**config.mk**
```make
export PLATFORM = sky130hd
export DESIGN_NAME = cgc_regs
export DESIGN_NICKNAME = d
export VERILOG_FILES = /design/src/logic/cgc_pkg.sv /design/src/logic/cgc_gain_stepper.sv /design/src/logic/cgc_regs.sv
export SDC_FILE = /design/constraint.sdc
export NUM_CORES = 1
export LEC_CHECK = 0
export BUFFER_PORTS_ARGS = -buffer_cell sky130_fd_sc_hd__buf_2
export CAP_MARGIN = 20
export CORE_MARGIN = 4
export CORE_UTILIZATION = 60
export CTS_BUF_LIST = sky130_fd_sc_hd__clkbuf_4 sky130_fd_sc_hd__clkbuf_8
export DETAILED_ROUTE_END_ITERATION = 12
export PLACE_DENSITY = 0.91
export RECOVER_POWER = 25
export SYNTH_ARGS = -nofsm -noshare
export SYNTH_HDL_FRONTEND = slang
export SYNTH_SLANG_ARGS = --single-unit
export TNS_END_PERCENT = 100
```
**constraint.sdc**
```tcl
create_clock -name pclk -period 8.43 [get_ports pclk]
set_input_delay 2.1075 -clock pclk [delete_from_list [all_inputs] [get_ports pclk]]
set_output_delay 2.1075 -clock pclk [all_outputs]
set_load 0.01 [all_outputs]
```
**src/logic/cgc_pkg.sv**
```systemverilog
// Constants for the codec gain-control register bank.
// Assumes a 100 MHz pclk and APB byte addressing with one word per register.
package cgc_pkg;

  // ****************************************
  // Register map (index, byte address = 4 * index)
  // ****************************************
  localparam logic [7:0] IDX_ADC_GAIN = 8'h01;
  localparam logic [7:0] IDX_DAC_VOL = 8'h02;
  localparam logic [7:0] IDX_AUDIO_CTRL2 = 8'h04;
  localparam int ADDR_W = 12;
  localparam logic [11:0] ADDR_ADC_GAIN = {2'h0, IDX_ADC_GAIN, 2'h0};
  localparam logic [11:0] ADDR_DAC_VOL = {2'h0, IDX_DAC_VOL, 2'h0};
  localparam logic [11:0] ADDR_AUDIO_CTRL2 = {2'h0, IDX_AUDIO_CTRL2, 2'h0};

  // ****************************************
  // Field positions
  // ****************************************
  localparam int ADC_MUTE_BIT = 15;
  localparam int ADC_GAIN_LSB = 8;
  localparam int ADC_TARGET_LSB = 5;
  localparam int ADC_TC_LSB = 1;
  localparam int ADC_AGC_EN_BIT = 0;
  localparam int DAC_LMUTE_BIT = 15;
  localparam int DAC_LVOL_LSB = 8;
  localparam int DAC_RMUTE_BIT = 7;
  localparam int DAC_RVOL_LSB = 0;
  localparam int CTRL2_SOFT_STEP_BIT = 11;

  // ****************************************
  // Reset values
  // ****************************************
  localparam logic REC_MUTE_RST = 1'b1;
  localparam logic [6:0] REC_GAIN_RST = 7'h00;
  localparam logic [2:0] TARGET_RST = 3'h0;
  localparam logic [3:0] TC_RST = 4'h0;
  localparam logic AGC_EN_RST = 1'b0;
  localparam logic PLAY_MUTE_RST = 1'b1;
  localparam logic [6:0] PLAY_VOL_RST = 7'h7F;
  localparam logic SOFT_STEP_RST = 1'b0;

  // ****************************************
  // Gain limits, half-dB units, signed
  // ****************************************
  localparam logic [6:0] PGA_CODE_MAX = 7'h77;
  localparam logic [7:0] GAIN_MAX = 8'h77;
  localparam logic [7:0] GAIN_MIN = 8'hE8;

  // ****************************************
  // Timing
  // ****************************************
  localparam int CLK_FREQ_HZ = 100000000;
  localparam int TICK_TIME_MS = 1;
  localparam int TICK_CYCLES = CLK_FREQ_HZ / 1000 * TICK_TIME_MS;
  localparam int MS_CNT_W = 9;
  localparam int TICK_CNT_W = 17;

  typedef enum logic [0:0] {
    CGC_STEP_FIRST = 1'b0,
    CGC_STEP_SECOND = 1'b1
  } cgc_step_t;

endpackage

```
**src/logic/cgc_gain_stepper.sv**
```systemverilog
// Soft-stepping of the applied record gain toward a requested gain.
// Assumes word_strobe is a one-cycle pulse on pclk, once per record word.
`timescale 1ns/1ps
module cgc_gain_stepper (
  input wire logic pclk,
  input wire logic presetn,
  input wire logic [7:0] target,
  input wire logic word_strobe,
  input wire logic two_period,
  output logic [7:0] gain_reg
);

  cgc_pkg::cgc_step_t phase_reg;
  logic step_now;

  // Step on every strobe, or on every second one
  assign step_now = word_strobe & (~two_period | (phase_reg == cgc_pkg::CGC_STEP_SECOND));

  always_ff @(posedge pclk or negedge presetn) begin
    if (!presetn) begin
      phase_reg <= cgc_pkg::CGC_STEP_FIRST;
    end else if (word_strobe) begin
      case (phase_reg)
        cgc_pkg::CGC_STEP_FIRST: begin
          phase_reg <= two_period ? cgc_pkg::CGC_STEP_SECOND : cgc_pkg::CGC_STEP_FIRST;
        end
        cgc_pkg::CGC_STEP_SECOND: begin
          phase_reg <= cgc_pkg::CGC_STEP_FIRST;
        end
        default: begin
          phase_reg <= cgc_pkg::CGC_STEP_FIRST;
        end
      endcase
    end
  end

  always_ff @(posedge pclk or negedge presetn) begin
    if (!presetn) begin
      gain_reg <= 8'h00;
    end else if (step_now) begin
      if ($signed(gain_reg) < $signed(target)) begin
        gain_reg <= gain_reg + 8'h01;
      end else if ($signed(gain_reg) > $signed(target)) begin
        gain_reg <= gain_reg - 8'h01;
      end
    end
  end

endmodule

```
**src/logic/cgc_regs.sv**
```systemverilog
// Gain-control register bank of the audio codec, reached over APB.
// Assumes rec_word_strobe and rec_level_hdb come from logic on pclk.
//
// The APB slave port was left to the implementer.
`timescale 1ns/1ps
module cgc_regs #(
  parameter int TICK_CYCLES = cgc_pkg::TICK_CYCLES
) (
  input wire logic pclk,
  input wire logic presetn,
  input wire logic psel,
  input wire logic penable,
  input wire logic pwrite,
  input wire logic [11:0] paddr,
  input wire logic [31:0] pwdata,
  input wire logic [3:0] pstrb,
  output logic [31:0] prdata,
  output logic pready,
  output logic pslverr,
  input wire logic rec_word_strobe,
  input wire logic [7:0] rec_level_hdb,
  output logic rec_channel_mute,
  output logic [7:0] rec_applied_gain,
  output logic [7:0] auto_gain_target_level,
  output logic auto_gain_enable,
  output logic play_left_mute,
  output logic [6:0] play_left_volume,
  output logic play_right_mute,
  output logic [6:0] play_right_volume
);

  // ****************************************
  // Decode functions
  // ****************************************
  function automatic logic [7:0] target_hdb(input logic [2:0] code);
    case (code)
      3'h0: target_hdb = 8'hF5;
      3'h1: target_hdb = 8'hF0;
      3'h2: target_hdb = 8'hEC;
      3'h3: target_hdb = 8'hE8;
      3'h4: target_hdb = 8'hE4;
      3'h5: target_hdb = 8'hDE;
      3'h6: target_hdb = 8'hD8;
      default: target_hdb = 8'hD0;
    endcase
  endfunction

  function automatic logic [8:0] attack_ms(input logic [1:0] code);
    case (code)
      2'h0: attack_ms = 9'h008;
      2'h1: attack_ms = 9'h00B;
      2'h2: attack_ms = 9'h010;
      default: attack_ms = 9'h014;
    endcase
  endfunction

  function automatic logic [8:0] decay_ms(input logic [1:0] code);
    case (code)
      2'h0: decay_ms = 9'h064;
      2'h1: decay_ms = 9'h0C8;
      2'h2: decay_ms = 9'h190;
      default: decay_ms = 9'h1F4;
    endcase
  endfunction

  function automatic logic [7:0] pga_gain(input logic [6:0] code);
    pga_gain = (code > cgc_pkg::PGA_CODE_MAX) ? {1'b0, cgc_pkg::PGA_CODE_MAX} : {1'b0, code};
  endfunction

  function automatic logic hdb_gt(input logic [7:0] a, input logic [7:0] b);
    hdb_gt = $signed(a) > $signed(b);
  endfunction

  // ****************************************
  // Register storage
  // ****************************************
  localparam int TICK_CNT_W_L = cgc_pkg::TICK_CNT_W;
  localparam logic [TICK_CNT_W_L-1:0] TICK_LAST = TICK_CNT_W_L'(TICK_CYCLES - 1);

  logic rec_mute_reg;
  logic [6:0] rec_gain_code_reg;
  logic [2:0] auto_gain_target_reg;
  logic [3:0] auto_gain_time_const_reg;
  logic auto_gain_enable_reg;
  logic play_left_mute_reg;
  logic [6:0] play_left_volume_reg;
  logic play_right_mute_reg;
  logic [6:0] play_right_volume_reg;
  logic rec_gain_soft_step_reg;
  logic [31:0] prdata_reg;
  logic pready_reg;
  logic pslverr_reg;
  logic [7:0] target_level_reg;
  logic [7:0] agc_gain_reg;
  logic [7:0] applied_gain;
  logic [7:0] step_target;
  logic [TICK_CNT_W_L-1:0] tick_cnt_reg;
  logic ms_tick;
  logic [8:0] attack_cnt_reg;
  logic [8:0] decay_cnt_reg;
  logic attack_due;
  logic decay_due;
  logic setup_phase;
  logic wr_en;
  logic addr_hit;
  logic [31:0] rd_value;
  logic wr_adc;
  logic wr_dac;
  logic wr_ctrl2;
  logic [8:0] attack_limit;
  logic [8:0] decay_limit;
  logic agc_cut;
  logic agc_boost;

  // ****************************************
  // APB slave
  // ****************************************
  assign setup_phase = psel & ~penable;
  assign wr_en = psel & penable & pready_reg & pwrite & ~pslverr_reg;
  assign addr_hit = (paddr == cgc_pkg::ADDR_ADC_GAIN) || (paddr == cgc_pkg::ADDR_DAC_VOL) ||
                    (paddr == cgc_pkg::ADDR_AUDIO_CTRL2);

  // ****************************************
  // Write enables
  // ****************************************
  // Unmapped addresses raise no enable, so they change nothing
  assign wr_adc = wr_en && (paddr == cgc_pkg::ADDR_ADC_GAIN);
  assign wr_dac = wr_en && (paddr == cgc_pkg::ADDR_DAC_VOL);
  assign wr_ctrl2 = wr_en && (paddr == cgc_pkg::ADDR_AUDIO_CTRL2);

  always_comb begin
    rd_value = 32'h0000_0000;
    case (paddr)
      cgc_pkg::ADDR_ADC_GAIN: begin
        if (auto_gain_enable_reg) begin
          rd_value[15:8] = applied_gain;
        end else begin
          rd_value[15:8] = {rec_mute_reg, rec_gain_code_reg};
        end
        rd_value[7:5] = auto_gain_target_reg;
        rd_value[4:1] = auto_gain_time_const_reg;
        rd_value[0] = auto_gain_enable_reg;
      end
      cgc_pkg::ADDR_DAC_VOL: begin
        rd_value[15:0] = {play_left_mute_reg, play_left_volume_reg,
                          play_right_mute_reg, play_right_volume_reg};
      end
      cgc_pkg::ADDR_AUDIO_CTRL2: begin
        rd_value[cgc_pkg::CTRL2_SOFT_STEP_BIT] = rec_gain_soft_step_reg;
      end
      default: begin
        rd_value = 32'h0000_0000;
      end
    endcase
  end

  // Answer is prepared in the setup cycle so the access phase lasts one cycle
  always_ff @(posedge pclk or negedge presetn) begin
    if (!presetn) begin
      pready_reg <= 1'b0;
      pslverr_reg <= 1'b0;
      prdata_reg <= 32'h0000_0000;
    end else begin
      pready_reg <= setup_phase;
      pslverr_reg <= setup_phase & ~addr_hit;
      if (setup_phase) begin
        prdata_reg <= (addr_hit && !pwrite) ? rd_value : 32'h0000_0000;
      end
    end
  end

  // ****************************************
  // Record gain register
  // ****************************************
  always_ff @(posedge pclk or negedge presetn) begin
    if (!presetn) begin
      rec_mute_reg <= cgc_pkg::REC_MUTE_RST;
      rec_gain_code_reg <= cgc_pkg::REC_GAIN_RST;
      auto_gain_target_reg <= cgc_pkg::TARGET_RST;
      auto_gain_time_const_reg <= cgc_pkg::TC_RST;
      auto_gain_enable_reg <= cgc_pkg::AGC_EN_RST;
    end else if (wr_adc) begin
      if (pstrb[1]) begin
        rec_mute_reg <= pwdata[cgc_pkg::ADC_MUTE_BIT];
        rec_gain_code_reg <= pwdata[cgc_pkg::ADC_GAIN_LSB +: 7];
      end
      if (pstrb[0]) begin
        auto_gain_target_reg <= pwdata[cgc_pkg::ADC_TARGET_LSB +: 3];
        auto_gain_time_const_reg <= pwdata[cgc_pkg::ADC_TC_LSB +: 4];
        auto_gain_enable_reg <= pwdata[cgc_pkg::ADC_AGC_EN_BIT];
      end
    end
  end

  // ****************************************
  // Playback volume register
  // ****************************************
  always_ff @(posedge pclk or negedge presetn) begin
    if (!presetn) begin
      play_left_mute_reg <= cgc_pkg::PLAY_MUTE_RST;
      play_left_volume_reg <= cgc_pkg::PLAY_VOL_RST;
      play_right_mute_reg <= cgc_pkg::PLAY_MUTE_RST;
      play_right_volume_reg <= cgc_pkg::PLAY_VOL_RST;
    end else if (wr_dac) begin
      if (pstrb[1]) begin
        play_left_mute_reg <= pwdata[cgc_pkg::DAC_LMUTE_BIT];
        play_left_volume_reg <= pwdata[cgc_pkg::DAC_LVOL_LSB +: 7];
      end
      if (pstrb[0]) begin
        play_right_mute_reg <= pwdata[cgc_pkg::DAC_RMUTE_BIT];
        play_right_volume_reg <= pwdata[cgc_pkg::DAC_RVOL_LSB +: 7];
      end
    end
  end

  // ****************************************
  // Soft-step control
  // ****************************************
  always_ff @(posedge pclk or negedge presetn) begin
    if (!presetn) begin
      rec_gain_soft_step_reg <= cgc_pkg::SOFT_STEP_RST;
    end else if (wr_ctrl2 && pstrb[1]) begin
      rec_gain_soft_step_reg <= pwdata[cgc_pkg::CTRL2_SOFT_STEP_BIT];
    end
  end

  // ****************************************
  // Millisecond timebase for AGC
  // ****************************************
  // Derived from pclk so the time constants do not follow the sample rate
  assign ms_tick = (tick_cnt_reg == TICK_LAST);

  always_ff @(posedge pclk or negedge presetn) begin
    if (!presetn) begin
      tick_cnt_reg <= '0;
    end else if (ms_tick) begin
      tick_cnt_reg <= '0;
    end else begin
      tick_cnt_reg <= tick_cnt_reg + TICK_CNT_W_L'(1);
    end
  end

  assign attack_limit = attack_ms(auto_gain_time_const_reg[1:0]) - 9'h001;
  assign decay_limit = decay_ms(auto_gain_time_const_reg[3:2]) - 9'h001;
  assign attack_due = ms_tick && (attack_cnt_reg >= attack_limit);
  assign decay_due = ms_tick && (decay_cnt_reg >= decay_limit);

  always_ff @(posedge pclk or negedge presetn) begin
    if (!presetn) begin
      attack_cnt_reg <= 9'h000;
    end else if (!auto_gain_enable_reg || attack_due) begin
      attack_cnt_reg <= 9'h000;
    end else if (ms_tick) begin
      attack_cnt_reg <= attack_cnt_reg + 9'h001;
    end
  end

  always_ff @(posedge pclk or negedge presetn) begin
    if (!presetn) begin
      decay_cnt_reg <= 9'h000;
    end else if (!auto_gain_enable_reg || decay_due) begin
      decay_cnt_reg <= 9'h000;
    end else if (ms_tick) begin
      decay_cnt_reg <= decay_cnt_reg + 9'h001;
    end
  end

  // ****************************************
  // AGC loop
  // ****************************************
  always_ff @(posedge pclk or negedge presetn) begin
    if (!presetn) begin
      target_level_reg <= 8'hF5;
    end else begin
      target_level_reg <= target_hdb(auto_gain_target_reg);
    end
  end

  // ****************************************
  // AGC decisions
  // ****************************************
  // Attack cuts when the level is above target, decay boosts when below
  assign agc_cut = attack_due && hdb_gt(rec_level_hdb, target_level_reg) &&
                   hdb_gt(agc_gain_reg, cgc_pkg::GAIN_MIN);
  assign agc_boost = decay_due && hdb_gt(target_level_reg, rec_level_hdb) &&
                     hdb_gt(cgc_pkg::GAIN_MAX, agc_gain_reg);

  // Loop starts from the gain in use when it is switched on
  always_ff @(posedge pclk or negedge presetn) begin
    if (!presetn) begin
      agc_gain_reg <= 8'h00;
    end else if (!auto_gain_enable_reg) begin
      agc_gain_reg <= applied_gain;
    end else if (agc_cut) begin
      agc_gain_reg <= agc_gain_reg - 8'h01;
    end else if (agc_boost) begin
      agc_gain_reg <= agc_gain_reg + 8'h01;
    end
  end

  // ****************************************
  // Applied record gain
  // ****************************************
  assign step_target = auto_gain_enable_reg ? agc_gain_reg : pga_gain(rec_gain_code_reg);

  cgc_gain_stepper u_stepper (
    .pclk(pclk),
    .presetn(presetn),
    .target(step_target),
    .word_strobe(rec_word_strobe),
    .two_period(rec_gain_soft_step_reg),
    .gain_reg(applied_gain)
  );

  // ****************************************
  // Outputs
  // ****************************************
  assign prdata = prdata_reg;
  assign pready = pready_reg;
  assign pslverr = pslverr_reg;
  assign rec_channel_mute = rec_mute_reg;
  assign rec_applied_gain = applied_gain;
  assign auto_gain_target_level = target_level_reg;
  assign auto_gain_enable = auto_gain_enable_reg;
  assign play_left_mute = play_left_mute_reg;
  assign play_left_volume = play_left_volume_reg;
  assign play_right_mute = play_right_mute_reg;
  assign play_right_volume = play_right_volume_reg;

endmodule

```
; Word-level counts from Yosys, hierarchy flattened
; Cells that the tools add are included.
; W data, S select, Z words.
[totals]
ramBits = 0
memories = 0
output_inout_bits = 68
input_bits = 62
latch_bits = 0
regBits = 127
mem_bits_ro = 0
elab_cells = 116
[op_classes]
n_reduce_logical = 28
div_mod_pow = 0
add_sub_neg = 9
muxes = 22
bitwise_logic = 13
order_cmp = 9
shifts = 0
n_mul = 0
n_eq_ne = 15
[ops]
columns = cell, n
row1 = $mux W8, 7
row2 = $pmux W6 S7, 1
row3 = $mux W9, 4
row4 = $pmux W9 S3, 1
row5 = $gt A8 B8 Y1, 3
row6 = $pmux W11 S2, 1
row7 = $add A9 B1 Y9 const B, 2
row8 = $ge A9 B9 Y1, 2
row9 = $sub A9 B1 Y9 const B, 2
row10 = $add A17 B1 Y17 const B, 1
row11 = $eq A17 B17 Y1 const B, 1
row12 = $mux W17, 1
row13 = $add A8 B1 Y8 const B, 2
row14 = $mux W16, 1
row15 = $sub A8 B1 Y8 const B, 2
row16 = $pmux W5 S3, 1
row17 = $eq A12 B3 Y1 const B, 1
row18 = $eq A12 B4 Y1 const B, 1
row19 = $eq A12 B5 Y1 const B, 1
row20 = $logic_and A1 B1 Y1, 11
row21 = $reduce_and A2 Y1, 5
row22 = $eq A3 B3 Y1 const B, 3
row23 = $gt A8 B6 Y1 const B, 1
row24 = $gt A8 B8 Y1 const A, 1
row25 = 20 further kinds, 40

; Longest topological paths before layout
; Gate-level depths: netlist of the first run.
[depth]
ltp_word = 10
ltp_mapped = 19
ltp_nobuf = 18

; Hierarchy
; From an unflattened synthesis of the first run, not the netlist that was laid out.
[hier_totals]
cells_unflattened = 654
area_unflattened_um2 = 6501.2
[by_module_without_submodules]
columns = module, area_per_inst_um2, instances, seq_area_each_um2, cells_each
row1 = cgc_regs, 5704.2, 1, 2528.7, 572
row2 = cgc_gain_stepper, 797.0, 1, 225.2, 82

; Worst setup path before layout of the first run
; OpenSTA, ideal clock, no wires.
[synth_path]
path_kind = input -> register
from = input rec_level_hdb[5]
to = register agc_gain_reg[7]
stages = 16
setup_time_ns = 0.122
path_slack_ns = 3.616
t_required_ns = 8.308
path_buffers = 0
arrival_time_ns = 4.691
path_cell_list = inv_1 > ha_1 > nand2_1 > nand3b_1 > o311ai_2 > and2_1 > nand3_1 > inv_1 > ha_1 > a21oi_1 > nor2b_1 > a311oi_1 > a21oi_1 > a41oi_1 > a22o_1 > a21oi_2
[synth_between]
elab_chain_cells = 5
elab_cells_between_ends = 9
classes_between = order compare (2) / eq/ne (1) / mux (2) / reduce/logical (4)
[synth_rtl]
columns = item, line
row1 = "start, declared", cgc_regs.sv:21  ; input wire logic [7:0] rec_level_hdb,
row2 = $gt A8 B8 Y1, cgc_regs.sv:71  ; hdb_gt = $signed(a) > $signed(b);
row3 = $logic_and A1 B1 Y1 (2 in a row), cgc_regs.sv:283  ; assign agc_cut = attack_due && hdb_gt(rec_level_hdb, target_level_reg) &&
row4 = $mux W8, cgc_regs.sv:294  ; end else if (agc_cut) begin
row5 = $mux W8, cgc_regs.sv:292  ; end else if (!auto_gain_enable_reg) begin
row6 = "end signal, assigned", cgc_regs.sv:293  ; agc_gain_reg <= applied_gain;
row7 = "end signal, assigned", cgc_regs.sv:295  ; agc_gain_reg <= agc_gain_reg - 8'h01;
row8 = "end signal, assigned", cgc_regs.sv:297  ; agc_gain_reg <= agc_gain_reg + 8'h01;
row9 = "end, declared", cgc_regs.sv:94  ; logic [7:0] agc_gain_reg;
; Several ways; a longest one is shown, not always the timed one.
; A chain may end at the register's enable or synchronous reset.

; Final worst setup path of the first run
[layout_path]
from = input rec_level_hdb[2]
to = register agc_gain_reg[6]
; Same word-level chain as after synthesis.

==> flow_metrics.py, run 1 <==
metrics = {
    "placement": {
        "globalplace.congestion": 0.9312,
        "pre_cts_ws_ns": 3.135,
        "hpwl_um": 11540,
        "io_buffer_count": 93,
        "dp_cells": 848,
    },
    "global_route": {
        "grt_max_degree": 64,
        "gr-usage-all-layers": 0.2577,
        "antenna_found_initial": 0,
        "grt_pass1_vias": 5437,
        "grt_pass1_wl_um": 26460,
        "grt_overflow": 0,
    },
    "synth": {
        "syn_area_mm2": 0.006436,
        "synth_seq_cells": 109,
        "yosys.area.top_type": "dfrtp_1",
        "synth_edf_count": 0,
        "synth_area_leaders": "dfrtp_1 (34%), ha_1 (10%), dfstp_2 (8.6%)",
        "syn_avg_cell_area_um2": 10.10,
        "synthCells": 637,
        "async_flop_share": 1.000,
        "synthFlopType": "dfrtp_1",
        "yosysWarnings": 0,
        "synth_cell_type_count": 65,
        "synth_top_area_frac": 0.3421,
        "seq_area_frac_synth": 0.4279,
    },
    "worst_setup_path": {
        "worst_setup_path_start_kind": "primary input",
        "worstPathCellList": "buf_2, inv_1, ha_1, o21ai_0, a21oi_1, o311ai_2, and2_1, nand3_1, inv_1, ha_1, nor2b_1, o21ai_0, a21boi_0, o21a_1, o21ai_0, nand3b_1, a31oi_1",
        "cpMostUsedCell": "o21ai_0",
        "ff2ff_path_depth": 18,
        "crit_required_ns": 8.72,
        "worstSetupEndpointType": "flip-flop",
        "worstPathArrival_ns": 5.32,
        "path_max_fanout": 6,
        "cp.depth": 17,
        "worst_path_max_delay_cell": "o311ai_2",
        "worstSetupPathType": "in2reg",
        "crit_start": "rec_level_hdb[2]",
        "cp_num_buf_inv": 3,
        "worstReg2RegStart": "auto_gain_enable",
        "cpPeakStageDelay_ns": 0.33,
        "path_delay_family": "compound AO/OA/AOI/OAI gates",
    },
    "floorplan": {
        "initial_utilization": 0.6207,
        "rows": 37,
        "coreArea_mm2": 0.01037,
        "die_h_um": 111.6,
        "num_io_pins": 130,
        "die_x_um": 111.6,
        "die-area_mm2": 0.01245,
    },
    "clock_tree": {
        "path_clk_slew_ns": 0.10,
        "post-cts-setup-buffers": 0,
        "cts_resized": 0,
        "cts_made_buffers": 9,
        "htree_num_levels": 3,
        "cts.sinks": 109,
        "clock_path_buffers": 2,
        "cts_tree": "done",
        "clk_latency_ns": 0.38,
        "cts-root-buf": "clkbuf_8",
        "postCtsHoldBufs": 0,
    },
    "drt": {
        "drc": 0,
        "wire_per_inst_um": 18.36,
        "via_count": 5317,
        "firstDrtPassIters": 9,
        "vias_per_cell": 6.154,
        "ant_nets": 0,
        "dr.first_iter.drc_count": 474,
        "wirelength_um": 15860,
    },
    "final_layout": {
        "final_common_cell": "buf_2",
        "drive_gt1_frac": 0.2500,
        "largest_reg_flops": 17,
        "final_cell_mix": "buf_2 (91), dfrtp_1 (88), ha_1 (53)",
        "nNetsFinal": 840,
        "fillers": 708,
        "fin_cells": 864,
        "diodes": 0,
        "fin_util": 0.6868,
        "syn_to_final_growth_pct": 10.65,
    },
    "sta": {
        "setup_viol": 0,
        "rsz0062_at_grt": "false",
        "finalWorstPathRequiredPeriod_ns": 5.027,
        "slew_headroom": -1.241,
        "fmax_ghz": 0.1989,
        "finalCritPeriodShare": 0.5964,
        "worst_pin_slew_ns": 3.362,
        "report.final.slew_viol_count": 64,
        "finalHoldViolations": 0,
        "fin_skew_ns": 0.01438,
        "finalWorstSetupSlack_ns": 3.403,
        "fin_setup_tns_ns": 0,
    },
    "hold_path": {
        "worst_hold_path_type": "reg2reg",
        "min_path_cells": 2,
        "worstHoldStart": "prdata[9]",
    },
    "power": {
        "powerDensity_mw_per_mm2": 215.1,
        "vdd_drop_max_v": 0.0004425,
        "leakage_uw": 0.003410,
    },
    "status": {
        "outcome": "finished, violations left",
        "violations": "capacitance limit, slew limit",
    },
    "flow_run": {
        "maxCapViolCount": 1,
    },
}
==> metal layers <==
metal	global-route usage	part of all wire	vias to the layer above
li1	-	-	2399
met1	0.3136	0.38	2598
met2	0.4596	0.52	276
met3	0.04565	0.075	44
met4	0.09246	0.024	0
met5	0	0	-
==> kinds of logic after synthesis <==
logic type	synth area share
AND/OR/NAND/NOR	0.1509
AO/OA/AOI/OAI	0.1260
flip-flops	0.4279
buffers and inverters	0.05463
adder cells (fa/ha/maj)	0.1093
multiplexers	0.09079
XOR/XNOR	0.03946
other	0.001167
==> synthesized netlist by cell type (2+ instances only) <==
library cell / n
dfrtp_1: 88
ha_1: 53
nor2_1: 46
o21ai_0: 44
mux2_2: 42
nand2_1: 42
inv_1: 35
a21oi_1: 24
nand3_1: 23
dfstp_2: 21
xnor2_1: 20
buf_4: 18
a22oi_1: 15
nand4_1: 12
and3_1: 10
clkbuf_1: 10
mux2i_1: 10
nand2b_1: 10
nor2b_1: 9
xor2_1: 9
a21o_1: 7
nor3_1: 7
o21ai_1: 6
buf_2: 5
a211oi_1: 4
and2_1: 4
nor4_1: 4
o22ai_1: 4
o31ai_1: 4
a41oi_1: 3
buf_1: 3
o211ai_1: 3
o21a_1: 3
or3_1: 3
a31oi_1: 2
conb_1: 2
fa_1: 2
nand3b_1: 2
nand4b_1: 2
==> worst reg2reg max path, delay by kind of cell, from the launching register on <==
| kind | cells | cell delay, ns |
|---|---|---|
| simple gates | 2 | 0.22 |
| xor+xnor | 2 | 0.31 |
| fa+ha+maj | 2 | 0.64 |
| compound gates | 9 | 2.02 |
| flops | 1 | 0.60 |
| buf+inv | 3 | 0.88 |
==> worst paths after layout <==
kind / to / slack (ns)
hold / removal: prdata[9] / 0.49
setup / recovery: agc_gain_reg[6] / 3.40
min in group asynchronous: prdata[13] / 2.83
max in group asynchronous: play_left_volume[4] / 3.61
setup reg to reg: u_stepper.gain_reg[7] / 3.66
hold reg to reg: prdata[9] / 0.49
==> metrics by stage <==
stage               hold slack [ns]  power [uW]  instance area (um2)
finish                       0.4941        1532                 7122
global route                 0.5151        1624                 7122
CTS                          0.4920        1524                 7148
detailed placement           0.4679        1175                 6937
global placement             0.4621        1125                 6937
floorplan                    0.4519        1025                 6496
==> cell type report <==
class,count,area [um2],area share
Tap cell,136,170.2,0.02389
Clock inverter,7,87.58,0.01230
Multi-Input combinational cell,472,3373,0.4736
Inverter,35,131.4,0.01845
Timing Repair Buffer,96,481.7,0.06764
Clock buffer,9,123.9,0.01739
Sequential cell,109,2754,0.3867
==> power breakdown <==
group | total (uW) | internal, uW | switching (uW)
clock network | 343 | 145 | 198
registers | 646 | 567 | 79.5
logic | 543 | 253 | 290
Note: power is estimated with default switching activity, not from simulation.
==> run 2, diff against run 1 <==
Settings changed: ABC_AREA set to 1, CORE_UTILIZATION 60 to 58, PLACE_DENSITY 0.91 to 0.88.
Clock period 8.43 ns to 4.7 ns, I/O delays scaled along.
==> flow_metrics.py, run 2 <==
metrics = {
    "power": {
        "p_int_uw": 1661,
        "clockPowerShare": 0.223,
        "p_sw_uw": 1039,
        "seqPwrFrac": 0.423,
        "comb_power_share": 0.354,
        "sw_frac_of_total": 0.3848,
        "vdd_drop_max_v": 0.0004285,
        "leakage_uw": 0.003731,
        "powerDensity_mw_per_mm2": 365.3,
    },
    "global_route": {
        "top_usage_layer": "met2",
        "use_met3": 0.04648,
        "grt_max_degree": 80,
        "met2_usage": 0.3854,
        "grtUsageMet1": 0.3091,
        "grt_pass1_wl_um": 25120,
        "grt_pass1_vias": 5452,
        "gr-usage-all-layers": 0.2344,
        "grt_overflow": 0,
        "antenna_found_initial": 0,
    },
    "worst_setup_path": {
        "worst_setup_path_start_kind": "flip-flop",
        "cp_num_buf_inv": 2,
        "worstPathArrival_ns": 4.05,
        "worstPathCellList": "clkinv_1, nand2_1, o221ai_1, ha_1, a21oi_1, o21ai_0, nand2_1, nand2_1, or2_2, nand2_2, inv_1, fa_1, o21ai_0, a21oi_1, nor2_1, nor2_1, xor2_1, o21ai_0",
        "worstSetupEndpointType": "flip-flop",
        "worstSetupPathType": "reg2reg",
        "cpPeakStageDelay_ns": 0.45,
        "path_delay_family": "simple AND/OR/NAND/NOR gates",
        "worst_path_max_delay_cell": "clkinv_1",
        "r2r_slack_ns": 0.97,
        "crit_required_ns": 5.02,
        "path_max_fanout": 19,
    },
    "final_layout": {
        "largest_reg_flops": 17,
        "seq_area_mm2": 0.002754,
        "fillers": 942,
        "final_common_cell": "nand2_1",
        "final_cell_mix": "nand2_1 (162), inv_1 (116), buf_2 (91)",
        "nNetsFinal": 1025,
        "diodes": 0,
        "syn_to_final_growth_pct": 10.20,
        "multi_input_area_mm2": 0.003313,
        "drive_gt1_frac": 0.1851,
    },
    "drt": {
        "drc": 0,
        "via_count": 5641,
        "wirelength_um": 14800,
        "vias_per_cell": 5.342,
        "wire_per_inst_um": 14.02,
        "firstDrtPassIters": 5,
        "ant_nets": 0,
        "dr.first_iter.drc_count": 373,
    },
    "floorplan": {
        "die_x_um": 115.5,
        "coreArea_mm2": 0.01137,
        "initial_utilization": 0.5900,
        "die_h_um": 115.5,
        "num_io_pins": 130,
        "rows": 39,
        "die-area_mm2": 0.01335,
    },
    "clock_tree": {
        "clock_path_buffers": 2,
        "path_clk_slew_ns": 0.11,
        "clk_latency_ns": 0.39,
        "cts-root-buf": "clkbuf_8",
        "cts.sinks": 109,
        "cts_resized": 0,
        "cts_made_buffers": 9,
        "postCtsHoldBufs": 0,
        "htree_num_levels": 3,
        "cts_tree": "done",
        "post-cts-setup-buffers": 0,
    },
    "hold_path": {
        "worst_hold_path_type": "reg2reg",
    },
    "synth": {
        "synthCells": 819,
        "synth_top_area_frac": 0.3283,
        "seq_area_frac_synth": 0.4106,
        "synth_cell_type_count": 46,
        "yosysWarnings": 0,
        "async_flop_share": 1.000,
        "synth_edf_count": 0,
        "syn_area_mm2": 0.006708,
        "yosysMostFrequentCell": "nand2_1",
        "synth_seq_cells": 109,
        "synthFlopType": "dfrtp_1",
        "yosys.area.top_type": "dfrtp_1",
        "syn_avg_cell_area_um2": 8.190,
        "synth_common_cells": "nand2_1 (162), inv_1 (115), dfrtp_1 (88)",
        "synth_area_leaders": "dfrtp_1 (33%), ha_1 (9.9%), nand2_1 (9.1%)",
    },
    "sta": {
        "report.final.slew_viol_count": 80,
        "finalCritPeriodShare": 0.7940,
        "slew_headroom": -0.2796,
        "setup_viol": 0,
        "fin_setup_tns_ns": 0,
        "worst_pin_slew_ns": 1.919,
        "finalHoldViolations": 0,
        "rsz0062_at_grt": "false",
        "finalWorstSetupSlack_ns": 0.9682,
        "fmax_ghz": 0.2680,
        "fin_skew_ns": 0.01010,
        "finalWorstPathRequiredPeriod_ns": 3.732,
    },
    "placement": {
        "hpwl_um": 11220,
        "io_buffer_count": 93,
        "pre_cts_ws_ns": 0.6532,
        "globalplace.congestion": 0.8448,
    },
    "status": {
        "outcome": "finished, violations left",
        "violations": "capacitance limit, slew limit",
    },
    "flow_run": {
        "maxCapViolCount": 1,
    },
}
[run 2: cell types whose count changed in the layout (fill, tap and decap cells not counted), moves of 11 or more]
cell     change
a22o_1      +13
mux2_2      -42
nand2_1    +119
a21oi_1     +11
o21ai_0     +22
inv_1       +81
o21ai_1     +19
xnor2_1     -14
a22oi_1     -15
[run 2: area by class of cell]
| type | count | area share |
|---|---|---|
| multi-input combinational | 570 | 0.4482 |
| sequential | 109 | 0.3725 |
| timing repair buffer | 95 | 0.06483 |
| inverter | 123 | 0.06246 |
| tap | 143 | 0.02420 |
| clock buffer | 9 | 0.01676 |
| clock inverter | 7 | 0.01100 |
[run 2: per-layer routing]
metal	wire, um	up-vias
li1	-	2819
met1	6511	2613
met2	7047	178
met3	901	31
met4	342	0
met5	0	-
[run 2: final timing paths]
path / from / to / depth (start not counted)
setup / recovery: auto_gain_enable / u_stepper.gain_reg[6] / 18
hold reg to reg: tick_cnt_reg[0] / tick_cnt_reg[0] / 1
hold / removal: tick_cnt_reg[0] / tick_cnt_reg[0] / 1
min in group asynchronous: presetn / decay_cnt_reg[6] / 1
max in group asynchronous: presetn / auto_gain_target_level[0] / 2
setup reg to reg: auto_gain_enable / u_stepper.gain_reg[6] / 18
[run 2: per-stage QoR]
stage	power [uW]	hold WS [ns]	instance area (um2)	utilization	cells
2_1_floorplan	1859	0.4294	6768	-	835
5_1_grt	2908	0.4993	7392	0.6502	1056
3_3_place_gp	2069	0.4530	7211	0.6342	1040
6_report	2700	0.4792	7392	0.6502	1056
4_1_cts	2707	0.4773	7416	0.6523	1056
3_5_place_dp	2102	0.4615	7211	0.6342	1040
[run 2: cell families (layout without fill, tap and decap cells)]
family	count (synthesis)	count (layout)	synth area share
AND/OR/NAND/NOR	298	298	0.1992
AO/OA/AOI/OAI	174	174	0.1498
buffers and inverters	156	234	0.1015
flip-flops	109	109	0.4106
adder cells (fa/ha/maj)	55	55	0.1048
XOR/XNOR	23	23	0.03003
other	2	18	0.001120
multiplexers	2	2	0.002985
[run 2: power groups by stage]
stage               combinational [uW]  sequential [uW]  clock [uW]
detailed placement                 942             1160           0
finish                             956             1140         602
floorplan                          740             1120           0
global placement                   908             1160           0
global route                      1100             1150         653
CTS                                954             1140         611
